$ cat src/logic/ceig_consts.svh
// Notes on behaviour
// - user card fault or presence sets bit 7
// - first module faults set bit 6
// - second module faults set bit 5
// - third module faults set bit 4
// - over-temperature shutdown sets bit 3
// - supervisor fault shutdown sets bit 2
// - sync activation done sets bit 1
// - any input pin change sets bit 0
// - summary resets zero, clears on read
// - settings bit 7 boost enable, resets 1
// - settings bits 5:2 pin direction, 1=input
// - level bits 7:4 show sampled pin levels
// - level bits 3:0 drive outputs, reset 1
// - user mask bits 7:5 premature, mute, overcurrent
// - user mask bits 4:0 sync, thermal, supervisor, pins, presence
// - module mask bits 7:5 first, 4:2 second
// - bit 1 modules supply, bit 0 user supply
// - third mask bits 7:5 premature, mute, overcurrent
// - third mask bits 4:1 mask pin changes
// - premature early answer, mute no answer
// - card flags clear on own status read
`ifndef CEIG_CONSTS_SVH
`define CEIG_CONSTS_SVH

// ----------------------------------------
// register offsets
// ----------------------------------------
`define CEIG_OFF_REVISION 8'h40
`define CEIG_OFF_SUMMARY 8'h41
`define CEIG_OFF_SETTINGS 8'h42
`define CEIG_OFF_LEVELS 8'h43
`define CEIG_OFF_UC_MASK 8'h44
`define CEIG_OFF_M12_MASK 8'h45
`define CEIG_OFF_M3_MASK 8'h46

// ----------------------------------------
// field positions
// ----------------------------------------
`define CEIG_SUM_UC 7
`define CEIG_SUM_MOD_TOP 6
`define CEIG_SUM_THERM 3
`define CEIG_SUM_SUPL 2
`define CEIG_SUM_SYNC 1
`define CEIG_SUM_PINS 0
`define CEIG_SET_BOOST 7
`define CEIG_SET_DIR_LO 2
`define CEIG_LVL_IN_LO 4
`define CEIG_UCM_PREM 7
`define CEIG_UCM_MUTE 6
`define CEIG_UCM_OC 5
`define CEIG_UCM_SYNC 4
`define CEIG_UCM_THERM 3
`define CEIG_UCM_SUPL 2
`define CEIG_UCM_PINS 1
`define CEIG_UCM_PRES 0
`define CEIG_M12_MOD_SUPPLY 1
`define CEIG_M12_UC_SUPPLY 0
`define CEIG_M3_PIN_LO 1

// ----------------------------------------
// reset values
// ----------------------------------------
`define CEIG_RST_SUMMARY 8'h00
`define CEIG_RST_SETTINGS 8'h80
`define CEIG_RST_OUT_LEVELS 4'hf
`define CEIG_RST_MASK 8'h00
`define CEIG_RST_REVISION 8'h5a

`endif

$ cat src/logic/ceig_pkg.sv
package ceig_pkg;
    // per-module fault set: premature, mute, overcurrent, supply ramp
    typedef struct packed {
        logic premature;
        logic mute;
        logic overcurrent;
        logic supply;
    } ceig_fault_t;
    typedef logic [7:0] ceig_byte_t;
endpackage

$ cat src/logic/ceig_regs.sv
`timescale 1ns/100ps
`include "ceig_consts.svh"

module ceig_regs
#(
    // arbitrary neutral value, not a real part code
    parameter logic [7:0] REVISION = `CEIG_RST_REVISION
)
(
    input wire logic core_clk,
    input wire logic resetn,
    input wire logic [7:0] reg_addr,
    input wire logic reg_wr,
    input wire logic [7:0] reg_wdata,
    input wire logic reg_rd,
    output logic [7:0] reg_rdata,
    input wire ceig_pkg::ceig_fault_t user_fault_evt,
    input wire logic presence_change_flag,
    input wire ceig_pkg::ceig_fault_t [2:0] secure_module_evt,
    input wire logic thermal_evt,
    input wire logic supervisor_evt,
    input wire logic sync_done_evt,
    input wire logic [3:0] pin_in,
    output logic [3:0] pin_out,
    output logic [3:0] pin_oe_n,
    output logic boost_enable,
    output logic attention_n
);

    // ----------------------------------------
    // address decode
    // ----------------------------------------
    function automatic logic hit(input logic [7:0] addr, input logic [7:0] off);
        hit = (addr == off);
    endfunction

    logic [7:0] summary_ff, nxt_summary;
    logic [7:0] settings_ff, nxt_settings;
    logic [3:0] out_levels_ff, nxt_out_levels;
    logic [7:0] uc_mask_ff, nxt_uc_mask;
    logic [7:0] m12_mask_ff, nxt_m12_mask;
    logic [7:0] m3_mask_ff, nxt_m3_mask;
    logic [7:0] rdata_ff, nxt_rdata;
    logic [3:0] pin_meta_ff, pin_sync_ff, pin_prev_ff;
    logic [3:0] nxt_pin_meta, nxt_pin_sync, nxt_pin_prev;
    logic [3:0] pin_dir;
    logic [3:0] pin_change;
    logic [7:0] set_req;
    logic [2:0] mod_raise;
    logic uc_raise;
    logic pins_raise;
    logic sum_read;

    assign pin_dir = settings_ff[`CEIG_SET_DIR_LO +: 4];
    assign sum_read = reg_rd && hit(reg_addr, `CEIG_OFF_SUMMARY);

    // ----------------------------------------
    // pin sampling and change detection
    // ----------------------------------------
    // two stages before any logic reads the pin; compare takes the second stage and a third that delays it
    always_comb
    begin
        nxt_pin_meta = pin_in;
        nxt_pin_sync = pin_meta_ff;
        nxt_pin_prev = pin_sync_ff;
    end

    always_ff @(posedge core_clk)
    begin
        if (!resetn)
        begin
            pin_meta_ff <= 4'h0;
            pin_sync_ff <= 4'h0;
            pin_prev_ff <= 4'h0;
        end
        else
        begin
            pin_meta_ff <= nxt_pin_meta;
            pin_sync_ff <= nxt_pin_sync;
            pin_prev_ff <= nxt_pin_prev;
        end
    end

    // only pins set as inputs report, each behind its own mask
    assign pin_change = (pin_sync_ff ^ pin_prev_ff) & pin_dir
        & ~m3_mask_ff[`CEIG_M3_PIN_LO +: 4];
    assign pins_raise = |pin_change && !uc_mask_ff[`CEIG_UCM_PINS];

    // ----------------------------------------
    // source gating
    // ----------------------------------------
    // card event inputs are one-cycle pulses of flags that their own status
    // registers keep and clear; this block never clears them itself
    // premature means answer before window, mute means none inside it
    assign uc_raise =
        (user_fault_evt.premature && !uc_mask_ff[`CEIG_UCM_PREM])
        || (user_fault_evt.mute && !uc_mask_ff[`CEIG_UCM_MUTE])
        || (user_fault_evt.overcurrent && !uc_mask_ff[`CEIG_UCM_OC])
        || (user_fault_evt.supply && !m12_mask_ff[`CEIG_M12_UC_SUPPLY])
        || (presence_change_flag && !uc_mask_ff[`CEIG_UCM_PRES]);

    // per-module masks: first 0x45[7:5], second 0x45[4:2], third 0x46[7:5]
    genvar gi;
    generate
        for (gi = 0; gi < 3; gi++)
        begin : g_mod
            logic [2:0] mmask;
            assign mmask = (gi == 0) ? m12_mask_ff[7:5] :
                           (gi == 1) ? m12_mask_ff[4:2] : m3_mask_ff[7:5];
            assign mod_raise[gi] =
                (secure_module_evt[gi].premature && !mmask[2])
                || (secure_module_evt[gi].mute && !mmask[1])
                || (secure_module_evt[gi].overcurrent && !mmask[0])
                || (secure_module_evt[gi].supply
                    && !m12_mask_ff[`CEIG_M12_MOD_SUPPLY]);
        end
    endgenerate

    // ----------------------------------------
    // event summary
    // ----------------------------------------
    // masked events never reach the summary, so the active-low line is just its NOR
    always_comb
    begin
        set_req = 8'h00;
        set_req[`CEIG_SUM_UC] = uc_raise;
        // first module owns the top bit, so the order is flipped here
        set_req[`CEIG_SUM_MOD_TOP -: 3] = {mod_raise[0], mod_raise[1], mod_raise[2]};
        set_req[`CEIG_SUM_THERM] = thermal_evt && !uc_mask_ff[`CEIG_UCM_THERM];
        set_req[`CEIG_SUM_SUPL] = supervisor_evt && !uc_mask_ff[`CEIG_UCM_SUPL];
        set_req[`CEIG_SUM_SYNC] = sync_done_evt && !uc_mask_ff[`CEIG_UCM_SYNC];
        set_req[`CEIG_SUM_PINS] = pins_raise;
        // a set in the read cycle survives, so no event is lost
        nxt_summary = (sum_read ? 8'h00 : summary_ff) | set_req;
    end

    always_ff @(posedge core_clk)
    begin
        if (!resetn)
            summary_ff <= `CEIG_RST_SUMMARY;
        else
            summary_ff <= nxt_summary;
    end

    assign attention_n = ~|summary_ff;

    // ----------------------------------------
    // writable settings and masks
    // ----------------------------------------
    always_comb
    begin
        nxt_settings = settings_ff;
        nxt_out_levels = out_levels_ff;
        nxt_uc_mask = uc_mask_ff;
        nxt_m12_mask = m12_mask_ff;
        nxt_m3_mask = m3_mask_ff;
        if (reg_wr)
        begin
            // bits 6, 1 and 0 of settings are unused and stay zero
            if (hit(reg_addr, `CEIG_OFF_SETTINGS))
                nxt_settings = reg_wdata & 8'hbc;
            if (hit(reg_addr, `CEIG_OFF_LEVELS))
                nxt_out_levels = reg_wdata[3:0];
            if (hit(reg_addr, `CEIG_OFF_UC_MASK))
                nxt_uc_mask = reg_wdata;
            if (hit(reg_addr, `CEIG_OFF_M12_MASK))
                nxt_m12_mask = reg_wdata;
            if (hit(reg_addr, `CEIG_OFF_M3_MASK))
                nxt_m3_mask = reg_wdata & 8'hfe;
        end
    end

    always_ff @(posedge core_clk)
    begin
        if (!resetn)
        begin
            settings_ff <= `CEIG_RST_SETTINGS;
            out_levels_ff <= `CEIG_RST_OUT_LEVELS;
            uc_mask_ff <= `CEIG_RST_MASK;
            m12_mask_ff <= `CEIG_RST_MASK;
            m3_mask_ff <= `CEIG_RST_MASK;
        end
        else
        begin
            settings_ff <= nxt_settings;
            out_levels_ff <= nxt_out_levels;
            uc_mask_ff <= nxt_uc_mask;
            m12_mask_ff <= nxt_m12_mask;
            m3_mask_ff <= nxt_m3_mask;
        end
    end

    assign boost_enable = settings_ff[`CEIG_SET_BOOST];
    // an input pin keeps its level bit but does not drive it
    assign pin_out = out_levels_ff;
    assign pin_oe_n = pin_dir;

    // ----------------------------------------
    // read data
    // ----------------------------------------
    // one cycle latency; unmapped offsets read zero
    always_comb
    begin
        nxt_rdata = 8'h00;
        if (reg_rd)
        begin
            if (hit(reg_addr, `CEIG_OFF_REVISION))
                nxt_rdata = REVISION;
            if (hit(reg_addr, `CEIG_OFF_SUMMARY))
                nxt_rdata = summary_ff;
            if (hit(reg_addr, `CEIG_OFF_SETTINGS))
                nxt_rdata = settings_ff;
            if (hit(reg_addr, `CEIG_OFF_LEVELS))
                nxt_rdata = {pin_sync_ff, out_levels_ff};
            if (hit(reg_addr, `CEIG_OFF_UC_MASK))
                nxt_rdata = uc_mask_ff;
            if (hit(reg_addr, `CEIG_OFF_M12_MASK))
                nxt_rdata = m12_mask_ff;
            if (hit(reg_addr, `CEIG_OFF_M3_MASK))
                nxt_rdata = m3_mask_ff;
        end
    end

    always_ff @(posedge core_clk)
    begin
        if (!resetn)
            rdata_ff <= 8'h00;
        else
            rdata_ff <= nxt_rdata;
    end

    assign reg_rdata = rdata_ff;
endmodule

$ cat config.mk
export PLATFORM = sky130hd
export DESIGN_NAME = ceig_regs
export DESIGN_NICKNAME = d
export VERILOG_FILES = /design/src/logic/ceig_pkg.sv /design/src/logic/ceig_regs.sv
export VERILOG_INCLUDE_DIRS = /design/src /design/src/logic
export SDC_FILE = /design/constraint.sdc
export NUM_CORES = 1
export LEC_CHECK = 0
export ABC_AREA = 1
export BUFFER_PORTS_ARGS = -buffer_cell sky130_fd_sc_hd__buf_2
export CAP_MARGIN = 30
export CORE_UTILIZATION = 29
export CTS_CLUSTER_SIZE = 25
export DETAILED_ROUTE_END_ITERATION = 10
export PLACE_DENSITY_LB_ADDON = 0.1
export RECOVER_POWER = 100
export SETUP_SLACK_MARGIN = 0.1
export SYNTH_ARGS = -nofsm -noshare
export SYNTH_HDL_FRONTEND = slang
export SYNTH_SLANG_ARGS = --single-unit
$ cat constraint.sdc
create_clock -name core_clk -period 3.2 [get_ports core_clk]
set_input_delay 0.96 -clock core_clk [delete_from_list [all_inputs] [get_ports core_clk]]
set_output_delay 0.96 -clock core_clk [all_outputs]
set_load 0.01 [all_outputs]
After elaboration in Yosys (flattened, before gate mapping)
Index checks and enable logic that the tools add are counted.

Register bits after elaboration: 60. Input port bits: 44. Output and inout port bits: 18. Logic and storage cells: 96.

Equality and inequality tests: 7. Mux-type cells: 8. Bitwise operators: 6. Reduce and logical (&&, ||, !) cells: 64.

Operators with widths (number): $eq 8x7->1 const B (7); $mux 8 (7); $logic_and 1x1->1 (22); $logic_not 1->1 (20); $logic_or 1x1->1 (13); $reduce_and 2->1 (6); $and 4x4->4 (2); $or 8x8->8 (1); $reduce_or 8->1 (1); $mux 7 (1); $not 4->4 (1); $reduce_or 4->1 (1); $xor 4x4->4 (1); $reduce_or 2->1 (1); $not 1->1 (1).

Longest topological paths before layout
Gate-level depths: netlist of run 1.

Depth in word-level cells: 8. Gate-level depth with buffers: 10. Depth with buffers taken out: 9.

Worst setup path after synthesis of run 1
No wires, ideal clock.

Path type: input-to-reg. Start: input reg_addr[4]. End: register uc_mask_ff[6]. Setup time: 119 ps. Data arrival time: 1824 ps. Data required time: 3081 ps. Setup slack: 1257 ps. Cell stages on the path: 9. Path buffers: 1. Cell sequence: inv_1 nand2_1 nor2_8 nand2_2 inv_2 nand2_2 buf_6 o21ai_0 a21oi_1.

Word-level cells in the longest chain between the ends: 2.

RTL lines: start, declared (RTL line ceig_regs.sv:12) `input wire logic [7:0] reg_addr,`; $eq 8x7->1 (RTL line ceig_regs.sv:34) `hit = (addr == off);`; $reduce_and 2->1 (no line); end signal, assigned (RTL line ceig_regs.sv:179) `` uc_mask_ff <= `CEIG_RST_MASK; ``; end signal, assigned (RTL line ceig_regs.sv:187) `uc_mask_ff <= nxt_uc_mask;`; end, declared (RTL line ceig_regs.sv:40) `logic [7:0] uc_mask_ff, nxt_uc_mask;`.

No other way between the ends. A chain may end at the register's enable or synchronous reset.

Final worst setup path of run 1
Start: input reg_addr[1]. End: register m12_mask_ff[4].

Word-level cells in the longest chain between the ends: 2.

RTL lines: $eq 8x7->1 (RTL line ceig_regs.sv:34); $reduce_and 2->1 (no line); end signal, assigned (RTL line ceig_regs.sv:180) `` m12_mask_ff <= `CEIG_RST_MASK; ``; end signal, assigned (RTL line ceig_regs.sv:188) `m12_mask_ff <= nxt_m12_mask;`; end, declared (RTL line ceig_regs.sv:41) `logic [7:0] m12_mask_ff, nxt_m12_mask;`.

No other way between the ends.

==> summary.md, run 1 <==
| Metric | Value |
|---|---|
| Skew-Pair Late Insertion Delay | roughly 0.34 ns |
| Synthesized Nets | 418 |
| Synth warn | 0 |
| I/O Pins | 62 |
| Max-cap viol count | 0 |
| Post-Syn Area | 0.00267 mm2 |
| Most frequent cells in the layout | 86 x nand2_1, 60 x dfxtp_1, 54 x inv_1 |
| Clock-pin slew on the worst setup and hold paths | 0.07 ns |
| Post-Synthesis Mean Instance Area | 7.13 um2 |
| Netlist cell types | 29 |
| Seq/Total Area, Yosys | ~45% |
| Mapped Cells | roughly 370 |
| Post-Synth Simple-Gate Area | 25.4% |
| CTS sink count | 60 |
| DPL Wire Length | 6.14 mm |
| Violated checks | DRC |
| H-tree levels | 3 |
| Hold crit path type | flip-flop to flip-flop |
| Post-Synth XOR/XNOR Area | less than 1% |
| Drt total wl | 8.02 mm |
| Leak | between 1.5 and 2 nW |
| Site row count | 34 |
| RSZ-0062 raised after global routing | false |
| Clock skew | 0.0119 ns |
| Top cell type's share of synthesized area | 45.0% |
| Final Hold Fails | 0 |
| Die Ht | 97.9 um |
| Ys async rst share | 0% |
| Filler Cell Count | 990 |
| IO buf count | roughly 60 |
| Fin crit share | around 75% |
| Worst endpoint data arrival time | 2.67 ns |
| Pwr dens | 493 mW/mm2 |
| Clk buf depth | 2 |
| Synth Area in Compound Gates | ~18% |
| Vias in the first global route | 2510 |
| Number of setup buffers added after CTS | 0 |
| DRT antenna net count | 0 |
| Slew HR | between 30% and 40% |
| Worst EP required | 3.47 ns |
| Diode count | 0 |
| Hold_ws | between 0.4 and 0.5 ns |
| Commonest non-fill, non-tap cell in the layout | nand2_1 |
| Largest net degree at the start of global routing | 23 |
| Inserted Clock Buffers | 9 |
| Synth Flop Type | dfxtp_1 |
| Multi-input logic area | 0.00116 mm2 |
| Total track usage | 17.9% |
| Sequential cell area | 0.00120 mm2 |
| First-pass GRT wire length | between 10 and 15 mm |
| Crit Path Category | primary input to flip-flop |
| Dominant cell type by area after synthesis | dfxtp_1 |
| DRT Pass-1 Iters | 7 |
| Crit end category | flip-flop |
| Multiplexer area fraction after synthesis | 0% |
| Core ar. | about 0.0088 mm2 |
| Setup TNS Final | 0 ns |
| Minimum clock period | 2.40 ns |
| Die ar. | 0.00959 mm2 |
| Highest clock rate | around 420 MHz |
| Crit Path Max Fanout | 16 |
| Worst-margin pin slew | 0.936 ns |
| Hold-fix buffers, CTS | 0 |
| Drt initial violations | between 100 and 150 |
| Initial antenna violation count | 0 |
| Initial core utilization | 30.3% |
| Status | finished with violations |
| VDD IR-drop max | 241 uV |
| Seq cells post-synth | 60 |
| CTS root buffer | clkbuf_8 |
| PostCTS Resize Cnt | 0 |
| Adder-Cell Fraction of Synth Area | 0% |
| CTS tree | yes |
| Final Max Tran Viols | 0 |
| Fin nets | 480 |
| GP Congestion | 0.847 |
| Main combinational cell family by area after synthesis | simple AND/OR/NAND/NOR gates |
| Synth top area cells | dfxtp_1 45%, nand2_1 12%, a21oi_1 8.4%, inv_1 7.6%, o21ai_0 6.4% |
| Synthesis-to-layout area growth | 20.2% |
| Share of cells above drive strength 1 | 15.6% |
| Overflow left after global routing | 0 |
| # DRC | 3 |
| Vias | 2570 |
| Worst setup SP type | primary input |
| Wire per inst | around 15 um |
| Routed vias/inst | about 4.7 |
| Final setup vio count | 0 |
| Post-synth EDFFs | 0 |
| Chip Width | 97.9 um |
[synthesized netlist by cell type, types with 3 or more instances]
master / instances
clkbuf_1: 6
nand4_1: 3
nand2_1: 85
o21ai_0: 34
o21ai_1: 3
dfxtp_1: 60
nor2_1: 24
a21oi_1: 45
nand2_2: 4
nand3_1: 26
inv_1: 54
inv_2: 3
xor2_1: 3
[area by class of cell]
| class | count | area share (%) |
|---|---|---|
| inverters | 58 | 6.83 |
| repair buffers | 62 | 9.02 |
| multi-input cells | 245 | 36.1 |
| clock buffers | 12 | 4.84 |
| flip-flops and latches | 60 | 37.5 |
| well taps | 108 | 4.22 |
| clock inverters | 4 | 1.48 |
[per-layer routing]
| metal | up-vias | global-route usage [%] | share of wire (%) |
|---|---|---|---|
| met5 | - | 0 | 0 |
| met1 | 1159 | 23.8 | 48 |
| met2 | 72 | 28.3 | 45 |
| li1 | 1329 | - | - |
| met3 | 10 | 3.22 | 4.8 |
| met4 | 0 | 7.81 | 2.0 |
[logic make-up (layout without fill, tap and decap cells)]
logic type,count (synthesis),after routing
flip-flops,60,60
buffers and inverters,69,136
XOR/XNOR,3,3
AND/OR/NAND/NOR,152,152
AO/OA/AOI/OAI,90,90
[sequential cells by signal, summed over array words and instances, names as in the netlist]
name / count
nxt_pin_prev: 4
m12_mask_ff: 8
settings_ff: 5
pin_out: 4
pin_prev_ff: 4
m3_mask_ff: 7
reg_rdata: 8
uc_mask_ff: 8
nxt_pin_sync: 4
summary_ff: 8
[power breakdown]
part | internal [mW] | switching, mW
sequential | 0.760 | 0.0109
combinational | 0.0398 | 0.0645
clock | 0.400 | 0.305
total | 1.20 | 0.380
[worst max-delay path: stages]
cell and delay, ns:
clkbuf_1 0.19, inv_1 0.11, nand2_1 0.11, inv_1 0.06, nand3_1 0.23, clkinvlp_2 0.44
nand2_4 0.31, o21ai_0 0.10, a21oi_1 0.16
[worst paths after layout]
kind / startpoint / endpoint / slack (ns) / cells past startpoint
hold / removal: nxt_pin_sync[3] / nxt_pin_prev[3] / 0.41 / 2
hold reg to reg: nxt_pin_sync[3] / nxt_pin_prev[3] / 0.41 / 2
setup / recovery: reg_addr[1] / m12_mask_ff[4] / 0.80 / 9
setup reg to reg: summary_ff[6] / reg_rdata[6] / 2.00 / 4
[metrics by stage]
step | cells | setup slack, ns | power (mW) | cell area (um2) | util (%)
after global placement | 533 | 0.803 | 0.894 | 3050 | 34.6
after global routing | 549 | 0.577 | 1.65 | 3210 | 36.4
after floorplan | 374 | 1.26 | 0.840 | 2670 | -
after CTS | 549 | 0.987 | 1.60 | 3250 | 36.9
after detailed placement | 533 | 0.789 | 0.894 | 3050 | 34.6
final | 549 | 0.803 | 1.58 | 3210 | 36.4
(Power assumes the default switching activity.)
==> inputs of run 2 (changes only) <==
==> constraint.sdc (replaced) <==
create_clock -name core_clk -period 2 [get_ports core_clk]
set_input_delay 0.6 -clock core_clk [delete_from_list [all_inputs] [get_ports core_clk]]
set_output_delay 0.6 -clock core_clk [all_outputs]
set_load 0.01 [all_outputs]
==> summary.md, run 2 (synthesis results as in run 1) <==
| Metric | Value |
|---|---|
| Top layer in use | met4 |
| Wire length on met3 | 422 um (+9.0%) |
| Most frequent cells in the layout | 88 x nand2_1, 60 x dfxtp_1, 55 x inv_1 |
| Placed insts | 538 (+0.94%) |
| Routed vias/inst | 4.63 (-1.0%) |
| DRT Pass-1 Iters | 7 (unchanged) |
| Initial antenna violation count | 0 (unchanged) |
| DPL Wire Length | 6.30 mm (+2.6%) |
| CTS root buffer | clkbuf_8 |
| Chip Width | 97.9 um (unchanged) |
| PostCTS Resize Cnt | 0 (unchanged) |
| Filler Cell Count | 973 (-1.7%) |
| RR Startpoint | nxt_pin_prev[1] |
| Hold path cells | 2 (unchanged) |
| Critical Path Slowest Stage Cell | dfxtp_1 |
| Hold_ws | 0.414 ns (+0.00327 ns) |
| Wire per inst | 14.6 um (-0.27%) |
| Crit end category | primary output |
| Worst Hold End | nxt_pin_prev[0] |
| Total track usage | 17.9% (+0.030 points) |
| Die Ht | 97.9 um (unchanged) |
| Leak | 1.54 nW (+0.47%) |
| Clk buf depth | 2 (unchanged) |
| CP Cell Sequence | nor4_1, and2_0, buf_2 |
| HP Start | nxt_pin_sync[0] |
| Fin crit share | 91.0% |
| H-tree levels | 3 (unchanged) |
| Sequential cell area | 0.00120 mm2 (unchanged) |
| Pwr dens | 764 mW/mm2 (+55%) |
| Worst R2R Path Depth | 5 (+1) |
| Initial core utilization | 30.3% (unchanged) |
| Worst endpoint data arrival time | 1.22 ns (-1.45 ns) |
| Max incr delay on CP | 0.35 ns (-0.09 ns) |
| Max-cap viol count | 0 (unchanged) |
| Worst-margin pin slew | 0.694 ns (-0.242 ns) |
| Highest clock rate | around 550 MHz |
| Met2 routed WL | 3.79 mm (+5.6%) |
| Clock skew | 0.00694 ns (-0.00500 ns) |
| Post-route insts no fill | 553 (+0.73%) |
| Drt initial violations | 87 (-37%) |
| I/O Pins | 62 (unchanged) |
| Final Core Density | 36.6% (+0.23 points) |
| Pwr Total | 2.46 mW (+56%) |
| First-pass GRT wire length | 12.9 mm (-1.4%) |
| CTS sink count | 60 (unchanged) |
| IO buf count | 61 (unchanged) |
| Share of cells above drive strength 1 | 15.1% (-0.59 points) |
| DRT antenna net count | 0 (unchanged) |
| Status | finished with violations |
| Skew-Pair Late Insertion Delay | 0.34 ns (about the same) |
| GP Congestion | 0.879 (+3.8%) |
| Crit Path Max Fanout | 3 (-13) |
| Worst setup SP type | flip-flop |
| Final Max Tran Viols | 0 (unchanged) |
| Final Hold Fails | 0 (unchanged) |
| RSZ-0062 raised after global routing | false |
| Number of setup buffers added after CTS | 0 (unchanged) |
| VDD IR-drop max | 487 uV (+100%) |
| CTS tree | yes |
| Die ar. | 0.00959 mm2 (unchanged) |
| Worst EP required | 1.40 ns (-2.07 ns) |
| Overflow left after global routing | 0 (unchanged) |
| # DRC | 3 (unchanged) |
| Synthesis-to-layout area growth | 20.9% |
| Minimum clock period | 1.82 ns |
| Slew HR | 53.7% (+16 points) |
| Fin nets | 485 (+1.0%) |
| Commonest non-fill, non-tap cell in the layout | nand2_1 |
| Hold-fix buffers, CTS | 0 (unchanged) |
| Diode count | 0 (unchanged) |
| Vias in the first global route | 2466 (-1.8%) |
| Metal-1 WL | 3.77 mm (-3.0%) |
| Hold crit path type | flip-flop to flip-flop |
| Site row count | 34 (unchanged) |
| Largest net degree at the start of global routing | 26 (+13%) |
| Crit Path Category | flip-flop to primary output |
| Final setup vio count | 0 (unchanged) |
| Vias | 2562 (-0.31%) |
| Violated checks | DRC |
| Multi-input logic area | 0.00117 mm2 (+0.65%) |
| Core ar. | 0.00881 mm2 (unchanged) |
| Clock-pin slew on the worst setup and hold paths | 0.06 ns (about the same) |
| Drt total wl | 8.06 mm (+0.46%) |
| Capturing point of the worst reg2reg path | summary_ff[0] |
| R2r setup slk | 0.89 ns (-1.11 ns) |
| Inserted Clock Buffers | 9 (unchanged) |
run 2: cell types whose count changed in the layout (fill, tap and decap cells not counted), sizes merged:
cell      before  now
inv           57   56
buf           43   47
clkbuf        31   33
clkinvlp       2    1
run 2: final cells by class:
type	count	share of cell area, %
clock buffer	13	4.62
multi-input combinational	245	36.2
timing repair buffer	67	9.93
inverter	58	6.79
tap	108	4.19
sequential	60	37.2
clock inverter	2	1.09
run 2: through the flow:
| step | cell area [um2] | setup TNS (ns) | worst slack [ns] |
|---|---|---|---|
| 5_1_grt | 3230 | 0 | 0.0694 |
| 2_1_floorplan | 2670 | 0 | 0.417 |
| 3_5_place_dp | 3090 | -0.000256 | -0.000256 |
| 3_3_place_gp | 3090 | 0 | 0.0419 |
| 6_report | 3230 | 0 | 0.180 |
| 4_1_cts | 3270 | 0 | 0.165 |
run 2: worst max-delay path by stage:
| stage | slack, ns | cells past startpoint | from | endpoint |
|---|---|---|---|---|
| after detailed placement | -0.0003 | 9 | reg_addr[4] | m3_mask_ff[5] |
| after CTS | 0.16 | 3 | summary_ff[6] | attention_n |
| after floorplan | 0.42 | 9 | reg_addr[4] | uc_mask_ff[6] |
| after global placement | 0.04 | 9 | reg_addr[4] | m3_mask_ff[5] |
| after global routing | 0.07 | 9 | reg_addr[5] | settings_ff[4] |
| final | 0.18 | 3 | summary_ff[6] | attention_n |
run 2: worst max-delay path, delay by kind of cell (launching register included):
family / cells / cell delay, ns
buffers and inverters: 1 / 0.12
and+or+nand+nor: 2 / 0.41
DFF: 1 / 0.35
run 2: where the power goes:
group          switching, mW  internal (mW)  total [mW]
sequential            0.0167           1.22        1.23
clock                  0.460          0.603        1.06
combinational          0.103         0.0644       0.168
total                  0.580           1.88        2.46
run 2: layer usage:
layer	global-route usage [%]	vias to the layer above
li1	-	1334
met1	22.1	1152
met2	30.6	70
met3	4.65	6
met4	5.48	0
met5	0	-
==> inputs of run 3 (changes only) <==
--- a/config.mk
+++ b/config.mk
@@ -6,9 +6,9 @@
 export SDC_FILE = /design/constraint.sdc
 export NUM_CORES = 1
 export LEC_CHECK = 0
-export ABC_AREA = 1
 export BUFFER_PORTS_ARGS = -buffer_cell sky130_fd_sc_hd__buf_2
 export CAP_MARGIN = 30
+export CORE_MARGIN = 2
 export CORE_UTILIZATION = 29
 export CTS_CLUSTER_SIZE = 25
 export DETAILED_ROUTE_END_ITERATION = 10
==> summary.md, run 3 <==
| Metric | Value |
|---|---|
| Status | finished with violations |
| Violated checks | setup timing |
| Post-synth EDFFs | 0 (unchanged) |
| WP buf/inv | 1 (unchanged) |
| RSZ-0062 raised after global routing | true |
| Site row count | 34 (unchanged) |
| Skew-Pair Late Insertion Delay | 0.33 ns (about the same) |
| Pwr dens | 728 mW/mm2 (-4.6%) |
| Inserted Clock Buffers | 9 (unchanged) |
| Drt total wl | 8.28 mm (+2.7%) |
| Vias | 2451 (-4.3%) |
| Wire per inst | 17.0 um (+16%) |
| DRT antenna net count | 0 (unchanged) |
| First-pass GRT wire length | 13.0 mm (+1.3%) |
| Vias in the first global route | 2436 (-1.2%) |
| RR Startpoint | nxt_pin_prev[2] |
| Clk buf depth | 2 (unchanged) |
| Multi-input logic area | 0.00122 mm2 (+4.4%) |
| Synthesis-to-layout area growth | 24.3% |
| Clock network power share | 38.0% (-5.2 points) |
| Final Max Tran Viols | 0 (unchanged) |
| CTS tree | yes |
| Slew HR | 52.2% (-1.6 points) |
| Post-synth top cells | 60 x dfxtp_1, 29 x o21ai_0, 27 x nand2_1, 24 x nand3_1, 20 x inv_1 |
| Max-cap viol count | 0 (unchanged) |
| Critical Path Slowest Stage Cell | or4_4 |
| Leak | 1.27 nW (-18%) |
| Setup TNS Final | -0.0191 ns (-0.0191 ns) |
| Core ar. | 0.00864 mm2 (-1.9%) |
| Post-Synthesis Mean Instance Area | 8.60 um2 (+21%) |
| Ys async rst share | 0% (unchanged) |
| Share of cells above drive strength 1 | 19.7% (+4.7 points) |
| Post-Syn Area | 0.00257 mm2 (-3.7%) |
| Crit end category | primary output |
| Net Sw Frac | 23.8% (+0.29 points) |
| Delay-heaviest family, CP | simple AND/OR/NAND/NOR gates |
| Synthesized Nets | 343 (-18%) |
| R2r setup slk | 0.76 ns (-0.13 ns) |
| Filler Cell Count | 954 (-2.0%) |
| H-tree levels | 3 (unchanged) |
| IO buf count | 61 (unchanged) |
| Worst R2R Path Depth | 4 (-1) |
| Fin nets | 421 (-13%) |
| DRT Pass-1 Iters | 4 (-3) |
| Fin worst setup slack | -0.0191 ns (-0.199 ns) |
| Worst EP required | 1.40 ns (about the same) |
| Seq/Total Area, Yosys | 46.7% (+1.7 points) |
| Worst setup SP type | flip-flop |
| Die Ht | 98.1 um (+0.23%) |
| Initial core utilization | 29.8% (-0.53 points) |
| Seq cells post-synth | 60 (unchanged) |
| Initial antenna violation count | 0 (unchanged) |
| Total track usage | 17.9% (-0.072 points) |
| HP Start | nxt_pin_sync[0] |
| Post-route insts no fill | 488 (-12%) |
| Largest net degree at the start of global routing | 30 (+15%) |
| CTS sink count | 60 (unchanged) |
| Final setup vio count | 1 (+1) |
| Top-count cell post-synth | dfxtp_1 |
| Synth warn | 0 (unchanged) |
| Seq pwr share | 52.9% (+2.9 points) |
| Clock skew | 0.00611 ns (-0.000828 ns) |
| DPL Wire Length | 6.58 mm (+4.4%) |
| Highest clock rate | 495 MHz (-9.9%) |
| Netlist cell types | 37 (+28%) |
| Crit Path Category | flip-flop to primary output |
| Final Hold Fails | 0 (unchanged) |
| Worst Hold End | nxt_pin_prev[0] |
| GP Congestion | 0.945 (+7.5%) |
| I/O Pins | 62 (unchanged) |
| CTS root buffer | clkbuf_8 |
| Minimum clock period | 2.02 ns (+0.199 ns) |
| Hold path cells | 1 (-1) |
| Routed vias/inst | 5.02 (+8.4%) |
| Synth Flop Type | dfxtp_1 |
| Diode count | 0 (unchanged) |
| Commonest non-fill, non-tap cell in the layout | dfxtp_1 |
| Capturing point of the worst reg2reg path | summary_ff[0] |
| Worst endpoint data arrival time | 1.42 ns (+0.20 ns) |
| Pre-CTS WS | 0.119 ns (+0.120 ns) |
| Switch Pwr | 555 uW (-4.4%) |
| Placed insts | 472 (-12%) |
| Comb pwr share | 9.2% (+2.4 points) |
| Synth top area cells | dfxtp_1 47%, o21ai_0 5.6%, mux2i_1 5.1%, nand3_1 4.7%, nand2_1 3.9% |
| Hold_ws | 0.431 ns (+0.0164 ns) |
| Max incr delay on CP | 0.54 ns (+0.19 ns) |
| Final Core Density | 37.0% (+0.36 points) |
| Fin crit share | 101% (+10 points) |
| Crit Path Max Fanout | 2 (-1) |
| Mapped Cells | 299 (-20%) |
| # DRC | 0 (-3) |
| Hold crit path type | flip-flop to flip-flop |
| Dominant cell type by area after synthesis | dfxtp_1 |
| CP Cell Sequence | or4_4, nor2_2, buf_2 |
| Sequential cell area | 0.00120 mm2 (+0.31%) |
| Worst-margin pin slew | 0.718 ns (+0.0234 ns) |
| Drt initial violations | 136 (+56%) |
| Overflow left after global routing | 0 (unchanged) |
| Most frequent cells in the layout | 57 x dfxtp_1, 42 x buf_2, 31 x clkbuf_1 |
| Chip Width | 98.1 um (+0.23%) |
| Clock-pin slew on the worst setup and hold paths | 0.06 ns (about the same) |
| VDD IR-drop max | 253 uV (-48%) |
| Cell internal pwr | 1.77 mW (-5.9%) |
| Top cell type's share of synthesized area | 46.7% (+1.7 points) |
| Die ar. | 0.00963 mm2 (+0.46%) |
## run 3: repair_timing
action,CTS,global route
gates resized for setup,4,1
setup endpoints to repair,1,1
buffers inserted,2,0
pin swaps,1,1
hold buffers,0,0
## run 3: power by group through the flow
stage	Combinational, mW	Sequential [mW]	Clock, mW
finish	0.213	1.23	0.884
global placement	0.216	1.26	0
floorplan	0.118	1.25	0
global route	0.236	1.23	0.978
CTS	0.221	1.23	0.917
detailed placement	0.214	1.26	0
## run 3: cells by family after synthesis
group	share of synthesized area, %
mux	5.94
buf+inv	5.89
xor+xnor	1.36
simple gates	22.3
compound gates	17.7
flops	46.7
## run 3: metal layers
metal | wire length [um] | track usage [%] | vias up
li1 | - | - | 1212
met1 | 3730 | 23.9 | 1147
met2 | 3800 | 26.7 | 81
met3 | 563 | 4.58 | 11
met4 | 185 | 9.17 | 0
met5 | 0 | 0 | -
## run 3: area by class of cell
| type | count | share of cell area [%] |
|---|---|---|
| tap | 108 | 4.23 |
| multi-input combinational | 202 | 38.1 |
| inverter | 20 | 2.35 |
| sequential | 60 | 37.7 |
| timing repair buffer | 84 | 12.7 |
| clock inverter | 3 | 0.470 |
| clock buffer | 11 | 4.43 |
## run 3: how the worst max path moves through the flow
| stage | cells after the start | slack, ns | start | to |
|---|---|---|---|---|
| 6_report | 3 | -0.02 | summary_ff[6] | attention_n |
| 5_1_grt | 3 | -0.08 | summary_ff[6] | attention_n |
| 4_1_cts | 3 | -0.03 | summary_ff[6] | attention_n |
| 3_5_place_dp | 7 | 0.12 | reg_addr[5] | uc_mask_ff[1] |
| 3_3_place_gp | 7 | 0.14 | reg_addr[5] | m12_mask_ff[5] |
| 2_1_floorplan | 6 | 0.37 | reg_addr[2] | uc_mask_ff[6] |
## run 3: through the flow
stage               instance area [um2]  total power [mW]
floorplan                          2570              1.37
global placement                   3090              1.47
global route                       3190              2.44
finish                             3190              2.33
detailed placement                 3090              1.47
CTS                                3270              2.37
